## config.mk

```make
export PLATFORM = sky130hd
export DESIGN_NAME = standby_wake_sequencer
export DESIGN_NICKNAME = d
export VERILOG_FILES = /design/src/include/standby_wake_pkg.sv /design/src/hdl/standby_wake_sequencer.sv
export SDC_FILE = /design/constraint.sdc
export NUM_CORES = 1
export LEC_CHECK = 0
export BUFFER_PORTS_ARGS = -buffer_cell sky130_fd_sc_hd__buf_2
export CORE_MARGIN = 2
export CORE_UTILIZATION = 47
export CTS_BUF_LIST = sky130_fd_sc_hd__clkbuf_8
export DETAILED_ROUTE_END_ITERATION = 8
export PLACE_DENSITY = 0.72
export SLEW_MARGIN = 30
export SYNTH_ARGS = -nofsm -noshare
export SYNTH_HDL_FRONTEND = slang
export SYNTH_SLANG_ARGS = --single-unit
```

## constraint.sdc

```tcl
create_clock -name clk_i -period 2.5 [get_ports clk_i]
set_input_delay 0 -clock clk_i [delete_from_list [all_inputs] [get_ports clk_i]]
set_output_delay 0 -clock clk_i [all_outputs]
set_load 0.02 [all_outputs]
```

## src/include/standby_wake_pkg.sv

```systemverilog
// Overview of operation
// Stop wake restarts needed oscillators, then warm-up; everything stays frozen meanwhile.
// Warm-up length comes from the software-written warm-up count.
// After warm-up, resume at next instruction and clear prescaler and divider.
// Internal fast reference at stop: only internal fast oscillator restarts.
// External fast reference at stop: only external fast oscillator restarts.
// Dual-clock fast mode at stop: slow external oscillator restarts too.
// Single-clock fast mode at stop: slow external oscillator stays off.
// Slow mode at stop: no fast oscillator starts, only slow external one.
// Light sleep halts CPU and watchdog; other peripherals keep running.
// Light sleep holds memory, registers, status and port latches unchanged.
// Software clears global enable and enables wake sources before light sleep.
// Writing one to the light sleep bit enters light sleep.
// A wake condition already true refuses light sleep; bit stays clear.
// A watchdog interrupt just before entry is serviced and sleep is abandoned.
// Light sleep wake clears its bit and returns to the prior mode.
// Any reset ends sleep, runs warm-up, then enters single-clock fast mode.
// Global enable zero: enabled latch wakes, resume without vectoring, software clears latch.
// Global enable one: enabled latch wakes, interrupt serviced first, then resume.
// Deep sleep removes clock from all peripherals except the tick timer.
// Deep sleep holds memory, registers, status and port latches unchanged.
// Software disables peripherals; writing one to deep sleep bit enters deep sleep.
// Deep sleep wake clears bit, restores mode, sets tick latch if enabled.
// Deep sleep wakes on falling edge of the selected tick source clock.
// Wake conditions are evaluated by logic that is never gated.
package standby_wake_pkg;

  localparam logic [7:0] SYS_CTRL_TWO_OFS = 8'h00;
  localparam logic [7:0] INT_ENABLE_OFS = 8'h04;
  localparam logic [7:0] TICK_TIMER_CONTROL_OFS = 8'h08;
  localparam logic [7:0] WARMUP_COUNT_OFS = 8'h0c;
  localparam logic [7:0] STATUS_OFS = 8'h10;

  localparam int LIGHT_SLEEP_BIT = 0;
  localparam int DEEP_SLEEP_BIT = 1;
  localparam int FAST_REF_EXT_BIT = 2;
  localparam int MODE_LSB = 3;
  localparam int GLOBAL_INT_BIT = 0;
  localparam int SOURCE_EN_LSB = 8;
  localparam int TICK_ENABLE_BIT = 0;
  localparam int TICK_SEL_LSB = 1;
  localparam int TICK_INT_SRC_BIT = 3;

  localparam logic [15:0] WARMUP_RESET = 16'h0010;
  localparam logic [31:0] UNMAPPED_READ = 32'h0000_0000;

  typedef enum logic [1:0] {
    MODE_SINGLE_FAST = 2'b00,
    MODE_DUAL_FAST = 2'b01,
    MODE_SLOW = 2'b10
  } op_mode_t;

  typedef enum logic [2:0] {
    ST_RUN = 3'b000,
    ST_LIGHT = 3'b001,
    ST_DEEP = 3'b010,
    ST_STOP = 3'b011,
    ST_WARM = 3'b100
  } seq_state_t;

  typedef struct packed {
    logic int_hf;
    logic ext_hf;
    logic ext_lf;
  } osc_en_t;

  typedef struct packed {
    logic cpu_run;
    logic wdt_run;
    logic periph_clk_en;
    logic tick_clk_en;
  } clk_gate_t;

endpackage : standby_wake_pkg

```

## src/hdl/standby_wake_sequencer.sv

```systemverilog
`timescale 1ns/1ps
`default_nettype none
module standby_wake_sequencer #(
  parameter int NUM_SOURCES = 8,
  parameter int NUM_TICK_SRC = 4
) (
  input wire logic clk_i,
  input wire logic rst_b_i,
  input wire logic [7:0] addr_i,
  input wire logic [31:0] wdata_i,
  input wire logic wr_i,
  input wire logic rd_i,
  output logic [31:0] rdata_o,
  input wire logic [NUM_SOURCES-1:0] int_pending_latch_i,
  input wire logic wdt_irq_i,
  input wire logic stop_entry_i,
  input wire logic stop_release_i,
  input wire logic [NUM_TICK_SRC-1:0] tick_src_i,
  output standby_wake_pkg::clk_gate_t gate_o,
  output standby_wake_pkg::osc_en_t osc_en_o,
  output logic tg_clear_o,
  output logic resume_o,
  output logic vector_o,
  output logic tick_latch_set_o,
  output logic [1:0] mode_o
);

  ////////////////////////////////////////////////////////////////////////////
  // Declarations.

  standby_wake_pkg::seq_state_t state;
  standby_wake_pkg::seq_state_t next_state;
  standby_wake_pkg::op_mode_t mode;
  standby_wake_pkg::osc_en_t next_osc;
  logic fast_ref_ext;
  logic global_int_enable;
  logic [NUM_SOURCES-1:0] per_source_int_enable;
  logic tick_timer_enable;
  logic tick_int_source_enable;
  logic [1:0] tick_source_select;
  logic [15:0] warmup_count;
  logic [15:0] warm_cnt;
  logic [NUM_TICK_SRC-1:0] tick_prev;
  logic wake_latch;
  logic tick_fall;
  logic ctrl_wr;
  logic light_req;
  logic deep_req;
  logic warm_done;

  ////////////////////////////////////////////////////////////////////////////
  // Wake detection, evaluated on the free-running clock.

  assign wake_latch = |(int_pending_latch_i & per_source_int_enable);
  assign tick_fall = tick_prev[tick_source_select] & ~tick_src_i[tick_source_select];
  assign ctrl_wr = wr_i && (addr_i == standby_wake_pkg::SYS_CTRL_TWO_OFS);
  assign light_req = ctrl_wr && wdata_i[standby_wake_pkg::LIGHT_SLEEP_BIT];
  assign deep_req = ctrl_wr && wdata_i[standby_wake_pkg::DEEP_SLEEP_BIT];
  assign warm_done = (state == standby_wake_pkg::ST_WARM) && (warm_cnt <= 16'h0001);

  always_ff @(posedge clk_i or negedge rst_b_i) begin
    if (!rst_b_i) begin
      tick_prev <= '0;
    end else begin
      tick_prev <= tick_src_i;
    end
  end

  ////////////////////////////////////////////////////////////////////////////
  // Sequencer state.

  always_comb begin
    next_state = state;
    unique case (state)
      standby_wake_pkg::ST_RUN: begin
        if (stop_entry_i) begin
          next_state = standby_wake_pkg::ST_STOP;
        end else if (light_req && !wake_latch && !wdt_irq_i) begin
          next_state = standby_wake_pkg::ST_LIGHT;
        end else if (deep_req && !wdt_irq_i) begin
          next_state = standby_wake_pkg::ST_DEEP;
        end
      end
      standby_wake_pkg::ST_LIGHT: begin
        if (wake_latch) begin
          next_state = standby_wake_pkg::ST_RUN;
        end
      end
      standby_wake_pkg::ST_DEEP: begin
        if (tick_fall) begin
          next_state = standby_wake_pkg::ST_RUN;
        end
      end
      standby_wake_pkg::ST_STOP: begin
        if (stop_release_i) begin
          next_state = standby_wake_pkg::ST_WARM;
        end
      end
      standby_wake_pkg::ST_WARM: begin
        if (warm_done) begin
          next_state = standby_wake_pkg::ST_RUN;
        end
      end
      default: begin
        next_state = standby_wake_pkg::ST_RUN;
      end
    endcase
  end

  always_ff @(posedge clk_i or negedge rst_b_i) begin
    if (!rst_b_i) begin
      state <= standby_wake_pkg::ST_WARM;
    end else begin
      state <= next_state;
    end
  end

  ////////////////////////////////////////////////////////////////////////////
  // Warm-up counter.

  always_ff @(posedge clk_i or negedge rst_b_i) begin
    if (!rst_b_i) begin
      warm_cnt <= standby_wake_pkg::WARMUP_RESET;
    end else if (state == standby_wake_pkg::ST_STOP && stop_release_i) begin
      warm_cnt <= (warmup_count == 16'h0000) ? 16'h0001 : warmup_count;
    end else if (state == standby_wake_pkg::ST_WARM && warm_cnt != 16'h0000) begin
      warm_cnt <= warm_cnt - 16'h0001;
    end
  end

  ////////////////////////////////////////////////////////////////////////////
  // Oscillator enables, following the mode and fast reference held in stop.

  always_comb begin
    next_osc = '0;
    if (next_state != standby_wake_pkg::ST_STOP) begin
      next_osc.int_hf = (mode != standby_wake_pkg::MODE_SLOW) && !fast_ref_ext;
      next_osc.ext_hf = (mode != standby_wake_pkg::MODE_SLOW) && fast_ref_ext;
      next_osc.ext_lf = (mode != standby_wake_pkg::MODE_SINGLE_FAST);
    end
  end

  always_ff @(posedge clk_i or negedge rst_b_i) begin
    if (!rst_b_i) begin
      osc_en_o <= 3'b100;
    end else begin
      osc_en_o <= next_osc;
    end
  end

  ////////////////////////////////////////////////////////////////////////////
  // Clock gating; state is frozen by stopping the CPU, not by clearing it.

  always_ff @(posedge clk_i or negedge rst_b_i) begin
    if (!rst_b_i) begin
      gate_o <= '0;
    end else begin
      gate_o.cpu_run <= (next_state == standby_wake_pkg::ST_RUN);
      gate_o.wdt_run <= (next_state == standby_wake_pkg::ST_RUN);
      gate_o.periph_clk_en <= (next_state == standby_wake_pkg::ST_RUN) ||
                              (next_state == standby_wake_pkg::ST_LIGHT);
      gate_o.tick_clk_en <= (next_state != standby_wake_pkg::ST_STOP) &&
                            (next_state != standby_wake_pkg::ST_WARM);
    end
  end

  ////////////////////////////////////////////////////////////////////////////
  // Wake pulses toward the CPU core and timers.

  always_ff @(posedge clk_i or negedge rst_b_i) begin
    if (!rst_b_i) begin
      resume_o <= 1'b0;
      vector_o <= 1'b0;
      tg_clear_o <= 1'b0;
      tick_latch_set_o <= 1'b0;
    end else begin
      resume_o <= (state != standby_wake_pkg::ST_RUN) &&
                  (next_state == standby_wake_pkg::ST_RUN);
      vector_o <= ((state == standby_wake_pkg::ST_LIGHT) && wake_latch &&
                   global_int_enable) ||
                  ((state == standby_wake_pkg::ST_DEEP) && tick_fall && global_int_enable &&
                   tick_int_source_enable && tick_timer_enable);
      tg_clear_o <= warm_done;
      tick_latch_set_o <= (state == standby_wake_pkg::ST_DEEP) && tick_fall &&
                          tick_timer_enable;
    end
  end

  ////////////////////////////////////////////////////////////////////////////
  // Software registers.

  always_ff @(posedge clk_i or negedge rst_b_i) begin
    if (!rst_b_i) begin
      mode <= standby_wake_pkg::MODE_SINGLE_FAST;
      fast_ref_ext <= 1'b0;
    end else if (ctrl_wr && state == standby_wake_pkg::ST_RUN) begin
      fast_ref_ext <= wdata_i[standby_wake_pkg::FAST_REF_EXT_BIT];
      if (wdata_i[standby_wake_pkg::MODE_LSB+1 -: 2] != 2'b11) begin
        mode <= standby_wake_pkg::op_mode_t'(wdata_i[standby_wake_pkg::MODE_LSB+1 -: 2]);
      end
    end
  end

  always_ff @(posedge clk_i or negedge rst_b_i) begin
    if (!rst_b_i) begin
      global_int_enable <= 1'b0;
      per_source_int_enable <= '0;
    end else if (wr_i && addr_i == standby_wake_pkg::INT_ENABLE_OFS) begin
      global_int_enable <= wdata_i[standby_wake_pkg::GLOBAL_INT_BIT];
      per_source_int_enable <= wdata_i[standby_wake_pkg::SOURCE_EN_LSB +: NUM_SOURCES];
    end
  end

  always_ff @(posedge clk_i or negedge rst_b_i) begin
    if (!rst_b_i) begin
      tick_timer_enable <= 1'b0;
      tick_source_select <= 2'b00;
      tick_int_source_enable <= 1'b0;
    end else if (wr_i && addr_i == standby_wake_pkg::TICK_TIMER_CONTROL_OFS) begin
      tick_timer_enable <= wdata_i[standby_wake_pkg::TICK_ENABLE_BIT];
      tick_source_select <= wdata_i[standby_wake_pkg::TICK_SEL_LSB +: 2];
      tick_int_source_enable <= wdata_i[standby_wake_pkg::TICK_INT_SRC_BIT];
    end
  end

  always_ff @(posedge clk_i or negedge rst_b_i) begin
    if (!rst_b_i) begin
      warmup_count <= standby_wake_pkg::WARMUP_RESET;
    end else if (wr_i && addr_i == standby_wake_pkg::WARMUP_COUNT_OFS) begin
      warmup_count <= wdata_i[15:0];
    end
  end

  always_ff @(posedge clk_i or negedge rst_b_i) begin
    if (!rst_b_i) begin
      rdata_o <= '0;
    end else if (rd_i) begin
      unique case (addr_i)
        standby_wake_pkg::SYS_CTRL_TWO_OFS: begin
          rdata_o <= {27'h0000000, mode, fast_ref_ext,
                      state == standby_wake_pkg::ST_DEEP,
                      state == standby_wake_pkg::ST_LIGHT};
        end
        standby_wake_pkg::INT_ENABLE_OFS: begin
          rdata_o <= {{(24-NUM_SOURCES){1'b0}}, per_source_int_enable, 7'h00,
                      global_int_enable};
        end
        standby_wake_pkg::TICK_TIMER_CONTROL_OFS: begin
          rdata_o <= {28'h0000000, tick_int_source_enable, tick_source_select,
                      tick_timer_enable};
        end
        standby_wake_pkg::WARMUP_COUNT_OFS: begin
          rdata_o <= {16'h0000, warmup_count};
        end
        standby_wake_pkg::STATUS_OFS: begin
          rdata_o <= {16'h0000, warm_cnt[12:0], state};
        end
        default: begin
          rdata_o <= standby_wake_pkg::UNMAPPED_READ;
        end
      endcase
    end else begin
      rdata_o <= '0;
    end
  end

  assign mode_o = mode;

  ////////////////////////////////////////////////////////////////////////////
  // Assertions.

  a_light_refused: assert property (@(posedge clk_i) disable iff (!rst_b_i)
    (state == standby_wake_pkg::ST_RUN && light_req && !stop_entry_i && (wake_latch || wdt_irq_i))
    |=> state != standby_wake_pkg::ST_LIGHT)
    else $error("light sleep entered despite pending wake");

  a_light_entry: assert property (@(posedge clk_i) disable iff (!rst_b_i)
    (state == standby_wake_pkg::ST_RUN && light_req && !stop_entry_i && !wake_latch && !wdt_irq_i)
    |=> state == standby_wake_pkg::ST_LIGHT ##0 !gate_o.cpu_run && !gate_o.wdt_run
    && gate_o.periph_clk_en)
    else $error("light sleep entry wrong");

  a_light_wake: assert property (@(posedge clk_i) disable iff (!rst_b_i)
    (state == standby_wake_pkg::ST_LIGHT && wake_latch)
    |=> state == standby_wake_pkg::ST_RUN && resume_o && vector_o == $past(global_int_enable))
    else $error("light sleep wake wrong");

  a_deep_gating: assert property (@(posedge clk_i) disable iff (!rst_b_i)
    $past(state) == standby_wake_pkg::ST_DEEP && state == standby_wake_pkg::ST_DEEP
    |-> !gate_o.periph_clk_en && gate_o.tick_clk_en && !gate_o.cpu_run)
    else $error("deep sleep gating wrong");

  a_tick_latch: assert property (@(posedge clk_i) disable iff (!rst_b_i)
    (state == standby_wake_pkg::ST_DEEP && tick_fall)
    |=> tick_latch_set_o == $past(tick_timer_enable) && state == standby_wake_pkg::ST_RUN)
    else $error("deep sleep wake wrong");

  a_warm_load: assert property (@(posedge clk_i) disable iff (!rst_b_i)
    (state == standby_wake_pkg::ST_STOP && stop_release_i && warmup_count == 16'h0003)
    |=> state == standby_wake_pkg::ST_WARM [*3] ##1 state == standby_wake_pkg::ST_RUN
    && tg_clear_o && resume_o)
    else $error("warm-up length wrong");

  a_warm_frozen: assert property (@(posedge clk_i) disable iff (!rst_b_i)
    $past(state) == standby_wake_pkg::ST_WARM && state == standby_wake_pkg::ST_WARM
    |-> !gate_o.cpu_run && !gate_o.periph_clk_en)
    else $error("cpu runs during warm-up");

  a_slow_osc: assert property (@(posedge clk_i) disable iff (!rst_b_i)
    (state == standby_wake_pkg::ST_STOP && stop_release_i && mode == standby_wake_pkg::MODE_SLOW)
    |=> !osc_en_o.int_hf && !osc_en_o.ext_hf && osc_en_o.ext_lf)
    else $error("slow mode oscillator restart wrong");

  a_single_osc: assert property (@(posedge clk_i) disable iff (!rst_b_i)
    (state == standby_wake_pkg::ST_STOP && stop_release_i &&
     mode == standby_wake_pkg::MODE_SINGLE_FAST)
    |=> !osc_en_o.ext_lf && (osc_en_o.int_hf != osc_en_o.ext_hf))
    else $error("single clock oscillator restart wrong");

endmodule : standby_wake_sequencer
`default_nettype wire

```

==> key figures <==
Outcome
  – Status: finished, final reports clean

Timing
  – Tmin final: 2314 ps
  – Slew Viols, Final: 0
  – RSZ-0062 raised after global routing: no
  – Clock Skews: 11.04 ps
  – Measured slew at the worst slew-check pin: 699.5 ps
  – Fmax achieved: 432.1 MHz
  – Tcrit/Tclk final: 92.57%
  – Setup TNS: 0 ps
  – Fin. Hold Viols: 0
  – Final hold slack: 2.278 ps
  – Final setup fails: 0
  – Slew margin rel.: 53.37%

Logic synthesis
  – Syn avg cell area: 10.86 µm²
  – Synthesis-stage register bit count: 81
  – Mapped Cells: 360
  – Synth warn: 0
  – Ys async rst share: 100.0%
  – Register area share after synthesis: 51.95%
  – Post-synth EDFFs: 0
  – Synth unique cells: 59
  – Most used flip-flop cell after synthesis: dfrtp_1
  – Synthesized area: 3911 µm²

Global route
  – First-pass GRT wire length: 15.06 mm
  – Global route total overflow: 0
  – Initial antenna violation count: 0
  – Largest net degree at the start of global routing: 82
  – Vias in the first global route: 2943
  – Overall Global Routing Usage: 22.08%

CTS
  – CTS tree: done
  – CTS Buf Count: 9
  – CTS max path bufs: 2
  – Clock Latency Late Sink: 350 ps
  – CTS Hold Buffers Added: 21
  – H-tree depth: 3
  – Post-CTS setup buffers: 0
  – Post-CTS resize count: 0
  – Clock Root Buffer: clkbuf_8
  – Clock sinks: 81
  – Clock Pin Slew Worst Setup and Hold Paths: 90 ps

Worst setup path
  – Worst Path Arrival: 2540 ps
  – WP data required: 2730 ps
  – Max stage delay on crit path: 620 ps
  – Slowest cell on crit path: or4b_2
  – Setup CP Type: reg2reg
  – Crit-path cells: inv_1 > ha_1 > or4b_2 > nor4_1 > or4_1 > xor2_1 > o21ai_1
  – FF-to-FF setup slack: 190 ps
  – Startpoint types: register
  – Crit. End Element: register
  – Crit-path max FO: 5

Placed design
  – Routability cong.: 0.9046
  – Post-DP Area: 4330 µm²
  – # port buffers: 71
  – DP HPWL: 6.895 mm

Die
  – Starting Density: 48.08%
  – Core Rows: 33
  – Die area: 9068 µm²
  – Die extent in x: 95.23 µm
  – CORE AREA: 8134 µm²
  – Die height: 95.23 µm
  – Ports: 104

Final layout
  – Fin area: 4728 µm²
  – Nets: 518
  – Layout cells sized above 1: 30.59%
  – ANT cells: 0
  – Area added between synthesis and finish: 20.89%

Job
  – Max Cap Violations: 0

Pwr
  – Part of the power in registers: 47.0%
  – Logic pwr share: 29.0%
  – Internal power: 2340 µW
  – VDD IR max: 0.3267 mV
  – Leakage: 0.002219 µW
  – P per Cell Area: 775.0 nW/µm²
  – Clk pwr share: 24.0%
  – Psw: 1324 µW
  – Switching part of the total: 36.14%

Worst hold path
  – Worst Hold Class: in2reg

Detailed routing
  – Avg Vias per Cell: 5.719
  – Via count: 3237
  – DRT iter0 DRCs: 286
  – DRC violations left: 0
  – DR WL/cell: 17.02 µm
  – Total routed wirelength: 9.635 mm
  – Final ANT Viol Nets: 0
  – Drt first pass iters: 5
==> Yosys cell counts (3+ instances only) <==
cell | n | area, µm²
o21ai_0 | 12 | 60.06
o21ai_1 | 3 | 15.01
nor2b_1 | 3 | 18.77
and2_1 | 3 | 18.77
nand3_1 | 4 | 20.02
dfstp_2 | 4 | 105.1
a222oi_1 | 4 | 40.04
mux2_2 | 30 | 337.8
nor3b_1 | 3 | 22.52
clkbuf_1 | 8 | 30.03
nand2_1 | 26 | 97.59
and3_1 | 4 | 25.02
ha_1 | 3 | 37.54
dfrtp_1 | 77 | 1927
buf_2 | 3 | 15.01
buf_4 | 18 | 135.1
inv_1 | 4 | 15.01
nor2_1 | 26 | 97.59
xor2_1 | 6 | 52.55
a21oi_1 | 18 | 90.09
or3b_2 | 3 | 26.28
a22oi_1 | 20 | 150.1
nor4_1 | 14 | 87.58
a31oi_1 | 3 | 18.77
nand4_1 | 5 | 31.28
nand2b_1 | 5 | 31.28
nor3_1 | 11 | 55.05
==> final cells by class <==
cell class | count | area [µm²]
clock inverters | 5 | 32.53
flip-flops and latches | 81 | 2032
fillers | 708 | 3406
inverters | 4 | 15.01
multi-input cells | 258 | 1719
well taps | 105 | 131.4
clock buffers | 11 | 151.4
repair buffers | 102 | 646.9
==> power groups by stage <==
stage	logic (µW)	clock network (µW)	registers [µW]
2_1_floorplan	736	0	1700
5_1_grt	1180	953	1750
6_report	1060	880	1720
3_3_place_gp	1020	0	1730
3_5_place_dp	1020	0	1740
4_1_cts	1060	902	1710
==> cells by family (layout without fill, tap and decap cells) <==
group                      after synthesis  count (layout)  share of synthesized area, %
muxes                                   31              31                         9.213
DFF                                     81              81                         51.95
xor gates and xnor gates                 8               8                         1.791
adders and majority gates                3               3                        0.9598
and+or+nand+nor                        125             125                         17.72
AOI/OAI and AO/OA                       75              75                         12.73
buffers and inverters                   36             122                         5.534
other                                    1              16                       0.09588
==> sequential cells by signal, summed over array words and instances, names as in the netlist, 2 cells and up <==
name / flops
warm_cnt: 16
osc_en_o: 3
per_source_int_enable: 8
rdata_o: 16
mode_o: 2
gate_o: 3
state: 3
warmup_count: 16
tick_source_select: 2
tick_prev: 4
==> final timing paths <==
kind                                                from                           endpoint  cells after the start
worst min-delay path                           addr_i[6]               rdata_o[1]$_DFF_PN0_                      4
worst min register to register  fast_ref_ext$_DFFE_PN0P_              osc_en_o[2]$_DFF_PN1_                      1
max in group asynchronous                        rst_b_i        warmup_count[2]$_DFFE_PN0P_                      2
worst max register to register   warm_cnt[0]$_DFFE_PN0P_            warm_cnt[8]$_DFFE_PN0P_                      7
worst max-delay path             warm_cnt[0]$_DFFE_PN0P_            warm_cnt[8]$_DFFE_PN0P_                      7
min in group asynchronous                        rst_b_i  tick_source_select[0]$_DFFE_PN0P_                      2
==> per-layer routing <==
metal	GRT usage, %	wire length (µm)	vias up
li1	-	-	1497
met1	31.82	4289	1576
met2	32.81	4476	143
met3	3.557	643	21
met4	9.903	226	0
met5	0	0	-
==> worst max-delay path: cells and delay by family (launching register included) <==
family                     cells  cell delay [ps]
AOI/OAI and AO/OA              1               70
xor gates and xnor gates       1              180
adders and majority gates      1              170
buffers and inverters          1              150
DFF                            1              440
and+or+nand+nor                3             1180
==> per-stage QoR <==
stage	power, µW	worst slack [ps]	instances	util (%)
6_report	3665	185.9	566	58.13
5_1_grt	3886	12.55	566	58.13
4_1_cts	3672	186.0	566	58.08
3_5_place_dp	2761	226.2	529	53.24
3_3_place_gp	2749	231.1	529	53.24
2_1_floorplan	2439	495.3	375	-
==> cells in the final DEF, fill, tap and decap left out, types with 2 or more instances in the layout <==
cell type / synthesis / routed
dfrtp_1: 77 / 77
dfstp_2: 4 / 4
nand2b_1: 5 / 5
nor2b_1: 3 / 3
nand4b_1: 2 / 2
or3b_2: 3 / 3
o21ai_1: 3 / 3
nand3_1: 4 / 4
or4_1: 2 / 2
o21ai_0: 12 / 12
buf_4: 18 / 10
o311ai_0: 2 / 2
clkbuf_8: 0 / 11
o2111ai_1: 2 / 2
ha_1: 3 / 3
o211ai_1: 2 / 2
xor2_1: 6 / 6
a22oi_1: 20 / 20
and3_1: 4 / 4
nor3_1: 11 / 11
buf_2: 3 / 70
and2_1: 3 / 3
a222oi_1: 4 / 4
a31oi_1: 3 / 3
xnor2_1: 2 / 2
clkinv_4: 0 / 2
nor2_1: 26 / 26
nor3b_1: 3 / 3
nor4_1: 14 / 14
inv_1: 4 / 6
mux2_2: 30 / 30
conb_1: 1 / 16
dlygate4sd3_1: 0 / 21
nand2_1: 26 / 26
or3_2: 2 / 2
a21oi_1: 18 / 18
nand4_1: 5 / 5
Note: power is estimated with default switching activity, not from simulation.
